===== src/verilog/tmr_pkg.sv =====
// Purpose: shared constants and types for the two-channel countdown timer block
// Assumes: byte-wide register bus with 5 address bits, 25 MHz sys_clk
// Notes: offsets are byte locations as decoded on the address pins
package tmr_pkg;
  localparam logic [4:0] ADDR_STATUS = 5'h00;
  localparam logic [4:0] ADDR_CTRL0 = 5'h01;
  localparam logic [4:0] ADDR_CTRL1 = 5'h02;
  localparam logic [4:0] ADDR_BANK1_LAST = 5'h04;
  localparam logic [4:0] ADDR_T0_LO = 5'h0f;
  localparam logic [4:0] ADDR_T0_HI = 5'h10;
  localparam logic [4:0] ADDR_T1_LO = 5'h11;
  localparam logic [4:0] ADDR_T1_HI = 5'h12;
  localparam int CTRL_RUN_BIT = 0;
  localparam int CTRL_MODE_LO = 1;
  localparam int CTRL_MODE_HI = 2;
  localparam int CTRL_READ_BIT = 6;
  localparam int CTRL_HOLD_BIT = 7;
  localparam int STAT_BANK_BIT = 6;
  localparam int STAT_PAGE_BIT = 7;
  localparam logic [7:0] CTRL_RESET = 8'h00;
  localparam logic [7:0] BYTE_RESET = 8'h00;
  localparam logic [15:0] COUNT_RESET = 16'h0000;
  localparam logic [15:0] COUNT_LAST = 16'h0001;
  localparam int TIMER_COUNT = 2;
  localparam int BANK1_REGS = 4;
  localparam int PAGE_BYTES = 32;

  typedef enum logic [1:0] {
    MODE_SINGLE = 2'b00,
    MODE_RATE = 2'b01,
    MODE_SQUARE = 2'b10,
    MODE_ONESHOT = 2'b11
  } tmr_mode_t;

  typedef enum logic [2:0] {
    ST_STOP = 3'b001,
    ST_WAIT = 3'b010,
    ST_RUN = 3'b100
  } tmr_state_t;
endpackage

===== src/verilog/tmr_counter.sv =====
// Purpose: one 16-bit countdown channel with four modes, one-shot retrigger included
// Assumes: tick is a one-cycle enable per input clock period; trigger is a one-cycle pulse
// Notes: a preset of zero in the single-pulse or one-shot modes lasts one input period
`timescale 1ns/100ps
module tmr_counter (
  input wire logic sys_clk,
  input wire logic rst,
  input wire logic tick,
  input wire logic runBit,
  input wire logic [1:0] modeSel,
  input wire logic suspend,
  input wire logic trigger,
  input wire logic [15:0] presetValue,
  output logic [15:0] countValue,
  output logic timerOut,
  output logic zeroPulse,
  output logic runClearPulse
);
  tmr_pkg::tmr_state_t state_reg, state_next;
  logic [15:0] count_reg, count_next;
  logic out_reg, out_next;
  logic load_reg, load_next;
  logic zero_reg, zero_next;
  logic clr_reg, clr_next;
  logic oneShot;

  assign oneShot = (modeSel == tmr_pkg::MODE_ONESHOT);

  always_comb begin
    state_next = state_reg;
    count_next = count_reg;
    out_next = out_reg;
    load_next = load_reg;
    zero_next = 1'b0;
    clr_next = 1'b0;
    // RULE15 stop resets
    if (!runBit) begin
      state_next = tmr_pkg::ST_STOP;
      count_next = tmr_pkg::COUNT_RESET;
      out_next = 1'b0;
      load_next = 1'b0;
    end else begin
      unique case (state_reg)
        tmr_pkg::ST_STOP: begin
          // RULE1 one-shot waits quietly
          state_next = oneShot ? tmr_pkg::ST_WAIT : tmr_pkg::ST_RUN;
          load_next = !oneShot;
        end
        tmr_pkg::ST_WAIT: begin
          // RULE2 output active at once
          if (oneShot && trigger) begin
            out_next = 1'b1;
            load_next = 1'b1;
            state_next = tmr_pkg::ST_RUN;
          end
        end
        tmr_pkg::ST_RUN: begin
          // RULE3 retrigger reloads, output kept
          if (oneShot && trigger) begin
            load_next = 1'b1;
          end else if (tick && (oneShot || !suspend)) begin
            if (load_reg) begin
              count_next = presetValue;
              load_next = 1'b0;
              out_next = 1'b1;
            end else if (count_reg > tmr_pkg::COUNT_LAST) begin
              count_next = count_reg - tmr_pkg::COUNT_LAST;
            end else begin
              // RULE6 interrupt only at zero
              unique case (modeSel)
                tmr_pkg::MODE_SINGLE: begin
                  out_next = 1'b0;
                  zero_next = 1'b1;
                  clr_next = 1'b1;
                  count_next = tmr_pkg::COUNT_RESET;
                  state_next = tmr_pkg::ST_WAIT;
                end
                tmr_pkg::MODE_RATE: begin
                  out_next = 1'b0;
                  zero_next = 1'b1;
                  count_next = tmr_pkg::COUNT_RESET;
                  load_next = 1'b1;
                end
                tmr_pkg::MODE_SQUARE: begin
                  out_next = !out_reg;
                  zero_next = out_reg;
                  count_next = presetValue;
                end
                tmr_pkg::MODE_ONESHOT: begin
                  // RULE5 pulse spans N input periods
                  out_next = 1'b0;
                  zero_next = 1'b1;
                  count_next = tmr_pkg::COUNT_RESET;
                  state_next = tmr_pkg::ST_WAIT;
                end
              endcase
            end
          end
        end
        default: state_next = tmr_pkg::ST_STOP;
      endcase
    end
  end

  always_ff @(posedge sys_clk or posedge rst) begin
    if (rst) begin
      state_reg <= tmr_pkg::ST_STOP;
      count_reg <= tmr_pkg::COUNT_RESET;
      out_reg <= 1'b0;
      load_reg <= 1'b0;
      zero_reg <= 1'b0;
      clr_reg <= 1'b0;
    end else begin
      state_reg <= state_next;
      count_reg <= count_next;
      out_reg <= out_next;
      load_reg <= load_next;
      zero_reg <= zero_next;
      clr_reg <= clr_next;
    end
  end

  assign countValue = count_reg;
  assign timerOut = out_reg;
  assign zeroPulse = zero_reg;
  assign runClearPulse = clr_reg;

  AST_WAIT_QUIET: assert property (@(posedge sys_clk) disable iff (rst) // RULE1
    (runBit && oneShot && state_reg == tmr_pkg::ST_WAIT && !trigger) ##1 runBit |-> !timerOut)
    else $error("one-shot output active without a trigger");
  AST_TRIG_OUT: assert property (@(posedge sys_clk) disable iff (rst) // RULE2
    (runBit && oneShot && state_reg == tmr_pkg::ST_WAIT && trigger) |=> timerOut)
    else $error("trigger did not raise output next cycle");
  AST_RETRIG_KEEP: assert property (@(posedge sys_clk) disable iff (rst) // RULE3
    (runBit && oneShot && state_reg == tmr_pkg::ST_RUN && trigger) ##1 runBit
      |-> timerOut == $past(timerOut))
    else $error("retrigger changed output state");
  AST_RETRIG_LOAD: assert property (@(posedge sys_clk) disable iff (rst) // RULE4
    (runBit && oneShot && state_reg == tmr_pkg::ST_RUN && trigger)
      ##1 (runBit && oneShot && tick && !trigger) |=> countValue == $past(presetValue))
    else $error("retrigger did not reload preset");
  AST_ZERO_CAUSE: assert property (@(posedge sys_clk) disable iff (rst) // RULE6
    (zeroPulse && $past(oneShot)) |-> ($past(countValue) <= 16'h0001 && !$past(trigger)))
    else $error("one-shot interrupt not caused by zero count");
  AST_STOP_CLEAR: assert property (@(posedge sys_clk) disable iff (rst) // RULE15
    !runBit |=> (countValue == 16'h0000 && !timerOut && state_reg == tmr_pkg::ST_STOP))
    else $error("stop did not clear counter and output");
endmodule


===== src/verilog/tmr_oneshot_readback.sv =====
// Purpose: paged register file with two countdown timers and latched count readback
// Assumes: bus strobes are one-cycle pulses from logic on sys_clk; pins are asynchronous
// Notes: read data is registered and valid on the cycle after the read strobe
`timescale 1ns/100ps
// Overview of operation
// RULE1: one-shot mode, once running, keeps output inactive until a trigger arrives.
// RULE2: a trigger sets output at once; next input clock loads preset and counts.
// RULE3: retrigger reloads preset and restarts countdown, output state unchanged.
// RULE4: trigger accepted any time, from either gate pin or the hold/gate bit.
// RULE5: one-shot output pulse lasts preset count times input clock period.
// RULE6: one-shot interrupt fires only when the count reaches zero.
// RULE7: software enters one-shot via single-pulse mode, zero count, started first.
// RULE8: with read bit clear, timer data addresses return the preset value.
// RULE9: setting read bit copies running count into two holding bytes for reading.
// RULE10: reading a timer low byte clears its read bit automatically.
// RULE11: host should align its read-bit write to the timer decrement clock.
// RULE12: five address bits reach 32 locations, banking extends to 67.
// RULE13: page 0 holds registers, page 1 RAM; status at every setting.
// RULE14: nine control registers share five locations via bank select; timers bank 0.
// RULE15: run bit starts timer; clearing it resets counter for a fresh start.
// RULE16: each write of one to hold/gate bit retriggers in one-shot mode.
// RULE17: writing zero to read bit aborts latched read, presets return.
// RULE18: two mode bits select the mode; both set is the one-shot.
// RULE19: gate pins are synchronised before their rising edges are detected.
module tmr_oneshot_readback (
  input wire logic sys_clk,
  input wire logic rst,
  input wire logic [4:0] busAddr,
  input wire logic busCs,
  input wire logic busRd,
  input wire logic busWr,
  input wire logic [7:0] busWrData,
  output logic [7:0] busRdData,
  input wire logic gateInputZero,
  input wire logic gateInputOne,
  input wire logic timerClockIn,
  output logic multiFunctionOutput,
  output logic timerOneOutput,
  output logic interruptOutput
);
  logic pageSel_reg, pageSel_next;
  logic bankSel_reg, bankSel_next;
  logic [7:0] ctrl_reg [tmr_pkg::TIMER_COUNT];
  logic [7:0] ctrl_next [tmr_pkg::TIMER_COUNT];
  logic [15:0] preset_reg [tmr_pkg::TIMER_COUNT];
  logic [15:0] preset_next [tmr_pkg::TIMER_COUNT];
  logic [15:0] hold_reg [tmr_pkg::TIMER_COUNT];
  logic [15:0] hold_next [tmr_pkg::TIMER_COUNT];
  logic [7:0] bankOne_reg [tmr_pkg::BANK1_REGS];
  logic [7:0] bankOne_next [tmr_pkg::BANK1_REGS];
  logic [7:0] pageZero_reg [tmr_pkg::PAGE_BYTES];
  logic [7:0] pageZero_next [tmr_pkg::PAGE_BYTES];
  logic [7:0] pageOne_reg [tmr_pkg::PAGE_BYTES];
  logic [7:0] pageOne_next [tmr_pkg::PAGE_BYTES];
  logic [7:0] rdData_reg, rdData_next;
  logic irq_reg, irq_next;
  logic [2:0] syncA_reg, syncB_reg, syncC_reg;
  logic gateRiseAny, tick;
  logic wrEn, rdEn, bankOneHit;
  logic [tmr_pkg::TIMER_COUNT-1:0] swTrig, hwTrig, suspend, tOut, zeroP, runClr;
  logic [15:0] countVal [tmr_pkg::TIMER_COUNT];

  // location of byte 'hi' of timer t's data pair
  function automatic logic [4:0] dataAddr(input int t, input logic hi);
    dataAddr = 5'(tmr_pkg::ADDR_T0_LO + 5'(2 * t) + {4'h0, hi});
  endfunction

  // RULE19 two-flop sync, edge on later stages
  always_ff @(posedge sys_clk or posedge rst) begin
    if (rst) begin
      syncA_reg <= 3'h0;
      syncB_reg <= 3'h0;
      syncC_reg <= 3'h0;
    end else begin
      syncA_reg <= {timerClockIn, gateInputOne, gateInputZero};
      syncB_reg <= syncA_reg;
      syncC_reg <= syncB_reg;
    end
  end

  // RULE4 either gate pin triggers
  assign gateRiseAny = |(syncB_reg[1:0] & ~syncC_reg[1:0]);
  assign tick = syncB_reg[2] & ~syncC_reg[2];
  assign wrEn = busCs & busWr;
  assign rdEn = busCs & busRd;
  // RULE14 bank 1 hides four registers behind 01..04
  assign bankOneHit = !pageSel_reg && bankSel_reg && busAddr != tmr_pkg::ADDR_STATUS
    && busAddr <= tmr_pkg::ADDR_BANK1_LAST;

  always_comb begin
    pageSel_next = pageSel_reg;
    bankSel_next = bankSel_reg;
    ctrl_next = ctrl_reg;
    preset_next = preset_reg;
    hold_next = hold_reg;
    bankOne_next = bankOne_reg;
    pageZero_next = pageZero_reg;
    pageOne_next = pageOne_reg;
    rdData_next = rdData_reg;
    swTrig = '0;
    for (int t = 0; t < tmr_pkg::TIMER_COUNT; t++) begin
      if (runClr[t]) begin
        ctrl_next[t][tmr_pkg::CTRL_RUN_BIT] = 1'b0;
      end
      // RULE10 low byte read clears read bit
      if (rdEn && !pageSel_reg && busAddr == dataAddr(t, 1'b0)) begin
        ctrl_next[t][tmr_pkg::CTRL_READ_BIT] = 1'b0;
      end
    end
    // RULE12 five address bits plus page and bank
    if (wrEn) begin
      if (busAddr == tmr_pkg::ADDR_STATUS) begin
        pageSel_next = busWrData[tmr_pkg::STAT_PAGE_BIT];
        bankSel_next = busWrData[tmr_pkg::STAT_BANK_BIT];
      end else if (pageSel_reg) begin
        pageOne_next[busAddr] = busWrData;
      end else if (bankOneHit) begin
        bankOne_next[2'(busAddr - 5'h01)] = busWrData;
      end else begin
        pageZero_next[busAddr] = busWrData;
        for (int t = 0; t < tmr_pkg::TIMER_COUNT; t++) begin
          if (busAddr == 5'(tmr_pkg::ADDR_CTRL0 + 5'(t))) begin
            // RULE17 writing the read bit low aborts
            ctrl_next[t] = busWrData;
            // RULE9 latch running count
            if (busWrData[tmr_pkg::CTRL_READ_BIT]) begin
              hold_next[t] = countVal[t];
            end
            // RULE16 every one written retriggers
            swTrig[t] = busWrData[tmr_pkg::CTRL_HOLD_BIT];
          end
          if (busAddr == dataAddr(t, 1'b0)) begin
            preset_next[t][7:0] = busWrData;
          end
          if (busAddr == dataAddr(t, 1'b1)) begin
            preset_next[t][15:8] = busWrData;
          end
        end
      end
    end
    if (rdEn) begin
      // RULE13 status visible everywhere
      if (busAddr == tmr_pkg::ADDR_STATUS) begin
        rdData_next = tmr_pkg::BYTE_RESET;
        rdData_next[tmr_pkg::STAT_PAGE_BIT] = pageSel_reg;
        rdData_next[tmr_pkg::STAT_BANK_BIT] = bankSel_reg;
      end else if (pageSel_reg) begin
        rdData_next = pageOne_reg[busAddr];
      end else if (bankOneHit) begin
        rdData_next = bankOne_reg[2'(busAddr - 5'h01)];
      end else begin
        rdData_next = pageZero_reg[busAddr];
        for (int t = 0; t < tmr_pkg::TIMER_COUNT; t++) begin
          if (busAddr == 5'(tmr_pkg::ADDR_CTRL0 + 5'(t))) begin
            rdData_next = ctrl_reg[t];
          end
          // RULE8 preset unless latched
          if (busAddr == dataAddr(t, 1'b0)) begin
            rdData_next = ctrl_reg[t][tmr_pkg::CTRL_READ_BIT] ? hold_reg[t][7:0]
              : preset_reg[t][7:0];
          end
          if (busAddr == dataAddr(t, 1'b1)) begin
            rdData_next = ctrl_reg[t][tmr_pkg::CTRL_READ_BIT] ? hold_reg[t][15:8]
              : preset_reg[t][15:8];
          end
        end
      end
    end
    irq_next = |zeroP;
  end

  always_ff @(posedge sys_clk or posedge rst) begin
    if (rst) begin
      pageSel_reg <= 1'b0;
      bankSel_reg <= 1'b0;
      ctrl_reg <= '{default: tmr_pkg::CTRL_RESET};
      preset_reg <= '{default: tmr_pkg::COUNT_RESET};
      hold_reg <= '{default: tmr_pkg::COUNT_RESET};
      bankOne_reg <= '{default: tmr_pkg::BYTE_RESET};
      pageZero_reg <= '{default: tmr_pkg::BYTE_RESET};
      pageOne_reg <= '{default: tmr_pkg::BYTE_RESET};
      rdData_reg <= tmr_pkg::BYTE_RESET;
      irq_reg <= 1'b0;
    end else begin
      pageSel_reg <= pageSel_next;
      bankSel_reg <= bankSel_next;
      ctrl_reg <= ctrl_next;
      preset_reg <= preset_next;
      hold_reg <= hold_next;
      bankOne_reg <= bankOne_next;
      pageZero_reg <= pageZero_next;
      pageOne_reg <= pageOne_next;
      rdData_reg <= rdData_next;
      irq_reg <= irq_next;
    end
  end

  assign hwTrig = {2{gateRiseAny}};
  assign suspend = {syncB_reg[1] | ctrl_reg[1][tmr_pkg::CTRL_HOLD_BIT],
    syncB_reg[0] | ctrl_reg[0][tmr_pkg::CTRL_HOLD_BIT]};

  // RULE18 mode bits drive each channel
  for (genvar g = 0; g < tmr_pkg::TIMER_COUNT; g++) begin : gen_timer
    tmr_counter u_counter (
      .sys_clk(sys_clk),
      .rst(rst),
      .tick(tick),
      .runBit(ctrl_reg[g][tmr_pkg::CTRL_RUN_BIT]),
      .modeSel(ctrl_reg[g][tmr_pkg::CTRL_MODE_HI:tmr_pkg::CTRL_MODE_LO]),
      .suspend(suspend[g]),
      .trigger(swTrig[g] | hwTrig[g]),
      .presetValue(preset_reg[g]),
      .countValue(countVal[g]),
      .timerOut(tOut[g]),
      .zeroPulse(zeroP[g]),
      .runClearPulse(runClr[g])
    );
  end

  assign busRdData = rdData_reg;
  assign multiFunctionOutput = tOut[0];
  assign timerOneOutput = tOut[1];
  assign interruptOutput = irq_reg;

  AST_PRESET_READ: assert property (@(posedge sys_clk) disable iff (rst) // RULE8
    (rdEn && !pageSel_reg && busAddr == 5'h0f && !ctrl_reg[0][6])
      |=> busRdData == $past(preset_reg[0][7:0]))
    else $error("timer 0 low byte did not return preset");
  AST_LATCH_READ: assert property (@(posedge sys_clk) disable iff (rst) // RULE9
    (wrEn && !pageSel_reg && !bankSel_reg && busAddr == 5'h02 && busWrData[6])
      ##1 (!wrEn && !rdEn) ##1 (rdEn && busAddr == 5'h12 && !wrEn)
      |=> busRdData == $past(countVal[1][15:8], 3))
    else $error("timer 1 high byte did not return latched count");
  AST_LOW_CLEARS: assert property (@(posedge sys_clk) disable iff (rst) // RULE10
    (rdEn && !wrEn && !pageSel_reg && busAddr == 5'h11) |=> !ctrl_reg[1][6])
    else $error("low byte read left read bit set");
  AST_STATUS_ALL: assert property (@(posedge sys_clk) disable iff (rst) // RULE13
    (rdEn && busAddr == 5'h00) |=> busRdData[7:6] == $past({pageSel_reg, bankSel_reg}))
    else $error("status register missing page or bank bits");
  AST_IRQ_ZERO: assert property (@(posedge sys_clk) disable iff (rst) // RULE6
    interruptOutput |-> $past(zeroP != 2'b00))
    else $error("interrupt without a zero count");
endmodule


===== config.mk =====
export PLATFORM = sky130hd
export DESIGN_NAME = tmr_oneshot_readback
export DESIGN_NICKNAME = d
export VERILOG_FILES = /design/src/verilog/tmr_pkg.sv /design/src/verilog/tmr_counter.sv /design/src/verilog/tmr_oneshot_readback.sv
export SDC_FILE = /design/constraint.sdc
export NUM_CORES = 2
export LEC_CHECK = 0
export BUFFER_PORTS_ARGS = -buffer_cell sky130_fd_sc_hd__buf_2
export CORE_MARGIN = 1.5
export CORE_UTILIZATION = 65
export DETAILED_ROUTE_END_ITERATION = 12
export PLACE_DENSITY = 0.8
export REMOVE_ABC_BUFFERS = 1
export SYNTH_ARGS = -nofsm -noshare
export SYNTH_HDL_FRONTEND = slang
export SYNTH_SLANG_ARGS = --single-unit

===== constraint.sdc =====
create_clock -name sys_clk -period 54.2 [get_ports sys_clk]
set_input_delay 5.42 -clock sys_clk [delete_from_list [all_inputs] [get_ports sys_clk]]
set_output_delay 5.42 -clock sys_clk [all_outputs]
set_load 0.05 [all_outputs]

# Word-level counts from Yosys, hierarchy flattened
# Index checks and enable logic that the tools add are counted.
totals:
  regBits: 690
  in_bits: 21
  out_inout_bits: 11
  elab_cells: 352
op_classes:
  n_addsub: 3
  order_cmp: 7
  eq_ne: 44
  muxes: 135
  n_bitwise: 15
  n_reduce_logical: 51
ops:
  columns: ["operator", "count"]
  rows:
  - ["256-bit bitwise mux", 2]
  - ["16-bit 2-to-1 mux", 12]
  - ["8-bit 2-to-1 mux", 22]
  - ["8-bit binary-select mux with 5-bit select", 2]
  - ["16-bit case mux with 2 select lines", 2]
  - ["15-bit 2-to-1 mux", 4]
  - ["1-bit 2-to-1 mux", 56]
  - ["3-bit 2-to-1 mux", 16]
  - ["8-bit demux with 5-bit select", 1]
  - ["5-bit AND reduction", 8]
  - ["32-bit bitwise mux", 1]
  - ["16-bit by 1-bit > comparator with 1-bit output, second input constant", 2]
  - ["16-bit by 1-bit subtractor with 16-bit output, second input constant", 2]
  - ["3-bit inequality test, second input constant", 8]
  - ["6-bit AND reduction", 4]
  - ["3-bit case mux with 3 select lines", 2]
  - ["8-bit binary-select mux with 2-bit select", 1]
  - ["8-bit demux with 2-bit select", 1]
  - ["5-bit equality test, second input constant", 3]
  - ["3-bit AND reduction", 5]
  - ["1-bit logical AND", 12]
  - ["3-bit by 2-bit inequality test with 1-bit output, second input constant", 4]
  - ["1-bit case mux with 2 select lines", 6]
  - ["2-bit equality test, second input constant", 4]
  - ["other kinds (38)", 75]

# Depth between registers and ports, before layout
logic_depth:
  ltp_word: 13
  depth_mapped: 15
  ltp_nobuf: 8

# Hierarchy
# From an unflattened synthesis, not the netlist that was laid out.
unflattened:
  hier_cells: 2498
  hier_area_um2: 33088.0
modules_own_cells:
  columns: ["mod", "instances", "cells_each", "area_each_um2", "seq_area_each_um2"]
  rows:
  - ["tmr_oneshot_readback", 1, 2114, 29689.7, 16115.5]
  - ["tmr_counter (gen_timer[0].u_counter)", 1, 195, 1715.4, 576.8]
  - ["tmr_counter (gen_timer[1].u_counter)", 1, 189, 1682.9, 576.8]

# Worst setup path after synthesis
# OpenSTA, ideal clock, no wires.
synth_timing:
  kind: "input port to flip-flop"
  startpoint: "input busAddr[1]"
  endpoint: "register hold_reg[16] (netlist name)"
  setup_time_ns: 0.125
  arrival_ns: 8.127
  required_time_ns: 54.075
  slack_ns: 45.948
  stages: 13
  path_buffers: 5
  cell_sequence: "buf_4 -> buf_2 -> buf_2 -> buf_4 -> inv_1 -> ha_1 -> nor4b_4 -> nor3_2 -> nand2_1 -> nor2_4 -> nand2_2 -> buf_2 -> mux2_2"
synth_between:
  elab_chain_cells: 5
  word_cells_on_any_way: 9
  cone_classes: "1 x order compare; 1 x eq/ne; 2 x bitwise; 5 x reduce/logical"
synth_rtl:
  columns: ["element", "line", "source"]
  rows:
  - ["from (decl)", "tmr_oneshot_readback.sv:28", "input wire logic [4:0] busAddr,"]
  - ["parallel branches: the longest is 4 deep, another holds 5-bit by 3-bit <= comparator with 1-bit output", null, null]
  - ["6-bit AND reduction (no line) (*)", null, null]
  - ["to (signal assigned)", "tmr_oneshot_readback.sv:189", "hold_reg <= hold_next;"]
  - ["to (decl)", "tmr_oneshot_readback.sv:47", "logic [15:0] hold_reg [tmr_pkg::TIMER_COUNT];"]
# Every way passes the cells marked *.
# A chain may end at the register's enable or synchronous reset.

# Worst setup path in the final report
layout_timing:
  startpoint: "input busAddr[0]"
  endpoint: "register pageOne_reg[2] (netlist name)"
layout_between:
  elab_chain_cells: 6
  word_cells_on_any_way: 10
  cone_classes: "2 x order compare; 3 x mux; 2 x bitwise; 3 x reduce/logical"
layout_rtl:
  columns: ["element", "line", "source"]
  rows:
  - ["5-bit NOT with 6-bit output (not written as such)", "tmr_oneshot_readback.sv:116", "pageOne_next[busAddr] = busWrData;"]
  - ["6-bit greater-or-equal comparator (not written as such) / 6-bit by 1-bit less-than comparator with 1-bit output (equally long branches)", "tmr_oneshot_readback.sv:116", null]
  - ["1-bit logical AND (not written as such)", "tmr_oneshot_readback.sv:116", null]
  - ["8-bit 2-to-1 mux (not written as such)", "tmr_oneshot_readback.sv:116", null]
  - ["8-bit demux with 5-bit select", "tmr_oneshot_readback.sv:116", null]
  - ["256-bit bitwise mux", "tmr_oneshot_readback.sv:116", null]
  - ["to (signal assigned)", "tmr_oneshot_readback.sv:192", "pageOne_reg <= pageOne_next;"]
  - ["to (decl)", "tmr_oneshot_readback.sv:53", "logic [7:0] pageOne_reg [tmr_pkg::PAGE_BYTES];"]
# Several ways; a longest one is shown, not always the timed one.

==> reports/qor.yml <==
global_routing:
  grt_max_degree: 183
  grt_pass1_wl_mm: 141
  grt_remaining_overflow: 0
  grt_pass1_vias: 23200
  grtUsageTotal: 0.367
  antenna_found_initial: 3
timing:
  skew_ns: 0.0129
  grt_setup_unrepaired: "no"
  max_freq_ghz: 0.106
  finalCriticalPeriod_ns: 9.48
  period_share: 0.175
  maxSlewHeadroom: 0.169
  finalSetupViolations: 0
  tightest_slew_ns: 1.23
  hold_violations: 0
  finalSetupTns_ns: 0
  slew_viol_final: 0
synth:
  async_flop_share: 1.00
  netlist.area_leader.share: 0.529
  synth_edf_count: 0
  netlist_area_sq_um: 32600
  synth_ff_type: "dfrtp_1"
  yosys_warnings: 0
  synth_cell_type_count: 88
  ys_ff_latch: 690
  synth_area_per_cell_sq_um: 12.3
  syn_inst: 2656
  synth_area_leaders: "dfrtp_1 53%, mux2_2 18%, mux2i_1 6.4%"
  yosys.area.top_type: "dfrtp_1"
  synth-seq-area-share: 0.530
setup_path:
  cp-end-kind: "flip-flop"
  path_common_cell: "buf_4"
  worstPathArrival_ns: 9.98
  critPathMaxFanout: 50
  start_kind: "input pin"
  crit_required_ns: 54.70
  cp_slowest_cell: "nor2_1"
  worstSetupPathType: "in2reg"
  crit_chain: "buf_4, buf_4, inv_1, ha_1, buf_4, nor4b_4, nor2b_1, nor2b_1, buf_4, nand2_1, nor2_1, mux2_2"
  r2r_start: "pageSel_reg"
  crit_start: "busAddr[0]"
  r2r_cells: 6
  max_stage_delay_ns: 0.80
power_and_ir_drop:
  power.internal_uw: 935
  power_density_nw_per_um2: 36.5
  ir_worst_vdd_uv: 24.8
  power_frac_clock: 0.392
  p_switching_uw: 359
  leakagePower_uw: 0.0173
  seqPwrFrac: 0.457
  power_frac_comb: 0.151
  p_sw_frac: 0.278
clock_tree:
  cts_buffers: 73
  cts_root_buf: "clkbuf_16"
  clk_path_buf_depth: 3
  cts.clk_slew.worst_paths_ns: 0.06
  cts_hold_buf: 0
  post_cts_buffers: 0
  htreeDepth: 3
  cts_sinks: 690
  cts_resized: 0
  clk_latency_ns: 0.62
  cts_tree: "yes"
layout:
  drive_gt1_frac: 0.294
  final_cell_mix: "688 x dfrtp_1, 530 x mux2_2, 306 x nand2_1"
  finalNonFillerCells: 3321
  layout_commonest_cell: "dfrtp_1"
  fill_cells: 3257
  synthToLayoutAreaGrowth_pct: 8.94
  final_area_sq_um: 35500
  nNetsFinal: 2642
routing:
  drt_first_iter_violations: 2755
  drc: 0
  ant_nets: 0
  via_per_inst: 6.93
  drt_wl_total_mm: 92.1
  top_layer: "met5"
  drt-pass1-iter-count: 9
  met1Wirelength_mm: 36.2
  wl_per_cell_um: 27.7
  met2RoutedLength_mm: 43.2
  wl_met3_mm: 8.47
  via_count: 23000
die:
  num_rows: 81
  start_util: 0.662
  dieArea_sq_um: 51400
  core_sq_um: 49200
  die_w_um: 227
  die-height_um: 227
  ios: 32
placement:
  portBuffers: 31
  gp_congestion: 0.981
  placed_cells: 3194
  placed_cell_area_sq_um: 33000
  dp_hpwl_mm: 58.5
min_path:
  min-delay-path-class: "reg2reg"
  worstHoldStart: "syncA_reg[0]"
  worstHoldPathCells: 0
run:
  drv_cap: 0
run_status:
  status: "finished, final reports clean"
per-stage QoR:
step | setup slack [ns] | util | hold slack [ns] | total power (uW)
finish | 44.72 | 0.722 | 0.357 | 1290
detailed placement | 44.22 | 0.672 | 0.336 | 788
floorplan | 29.44 | - | 0.331 | 719
global route | 44.53 | 0.722 | 0.369 | 1340
CTS | 44.86 | 0.722 | 0.363 | 1290
global placement | 44.35 | 0.672 | 0.336 | 779
cell type report:
type,instances,area [sq um],area share
Sequential cell,690,17300,0.487
Multi-Input combinational cell,1747,14400,0.405
Clock buffer,107,2220,0.0626
Tap cell,664,831,0.0234
Timing Repair Buffer,64,440,0.0124
Clock inverter,19,214,0.00603
Inverter,29,116,0.00328
Antenna cell,1,2.50,0.0000705
per-layer routing:
metal | vias to the layer above | GRT usage
met5 | - | 0
met3 | 291 | 0.0832
met2 | 1316 | 0.580
met1 | 11900 | 0.490
li1 | 9547 | -
met4 | 2 | 0.156
Yosys cell counts (all sizes together), types with 15 or more instances:
| cell | count |
|---|---|
| dfrtp | 688 |
| mux2 | 530 |
| nand2 | 308 |
| mux2i | 208 |
| clkbuf | 116 |
| o22ai | 96 |
| nor2 | 91 |
| buf | 74 |
| o21ai | 67 |
| a21oi | 53 |
| nand3 | 42 |
| mux4 | 38 |
| inv | 28 |
| a22oi | 27 |
| nor3 | 23 |
| nor4 | 21 |
| ha | 16 |
| o211ai | 15 |
power by group through the flow:
stage               Combinational (uW)  Clock [uW]  Sequential [uW]
detailed placement                 189           0              599
CTS                                191         510              590
finish                             195         507              592
global placement                   183           0              596
global route                       210         531              596
floorplan                          127           0              593
cell families (layout without fill, tap and decap cells):
kind of cell / count (synthesis) / count (layout) / synth area share
AOI/OAI and AO/OA: 354 / 354 / 0.0714
xor gates and xnor gates: 12 / 12 / 0.00323
adders and majority gates: 16 / 16 / 0.00615
buffers and inverters: 219 / 219 / 0.0280
DFF: 690 / 690 / 0.530
muxes: 776 / 776 / 0.274
other: 0 / 1 / 0
and+or+nand+nor: 589 / 589 / 0.0873
worst paths after layout:
kind,slack (ns),endpoint
max,44.72,pageOne_reg[2]
max reg2reg,50.89,pageOne_reg[2]
min,0.36,syncB_reg[0]
max in group asynchronous,46.65,pageOne_reg[245]
min reg2reg,0.36,syncB_reg[0]
min in group asynchronous,5.01,pageZero_reg[157]
worst max-delay path: cells and delay by family:
family	cells	cell delay, ns
AND/OR/NAND/NOR	5	2.12
buffers and inverters	5	1.65
multiplexers	1	0.42
adder cells (fa/ha/maj)	1	0.25
Power figures use the tool's default switching activity.
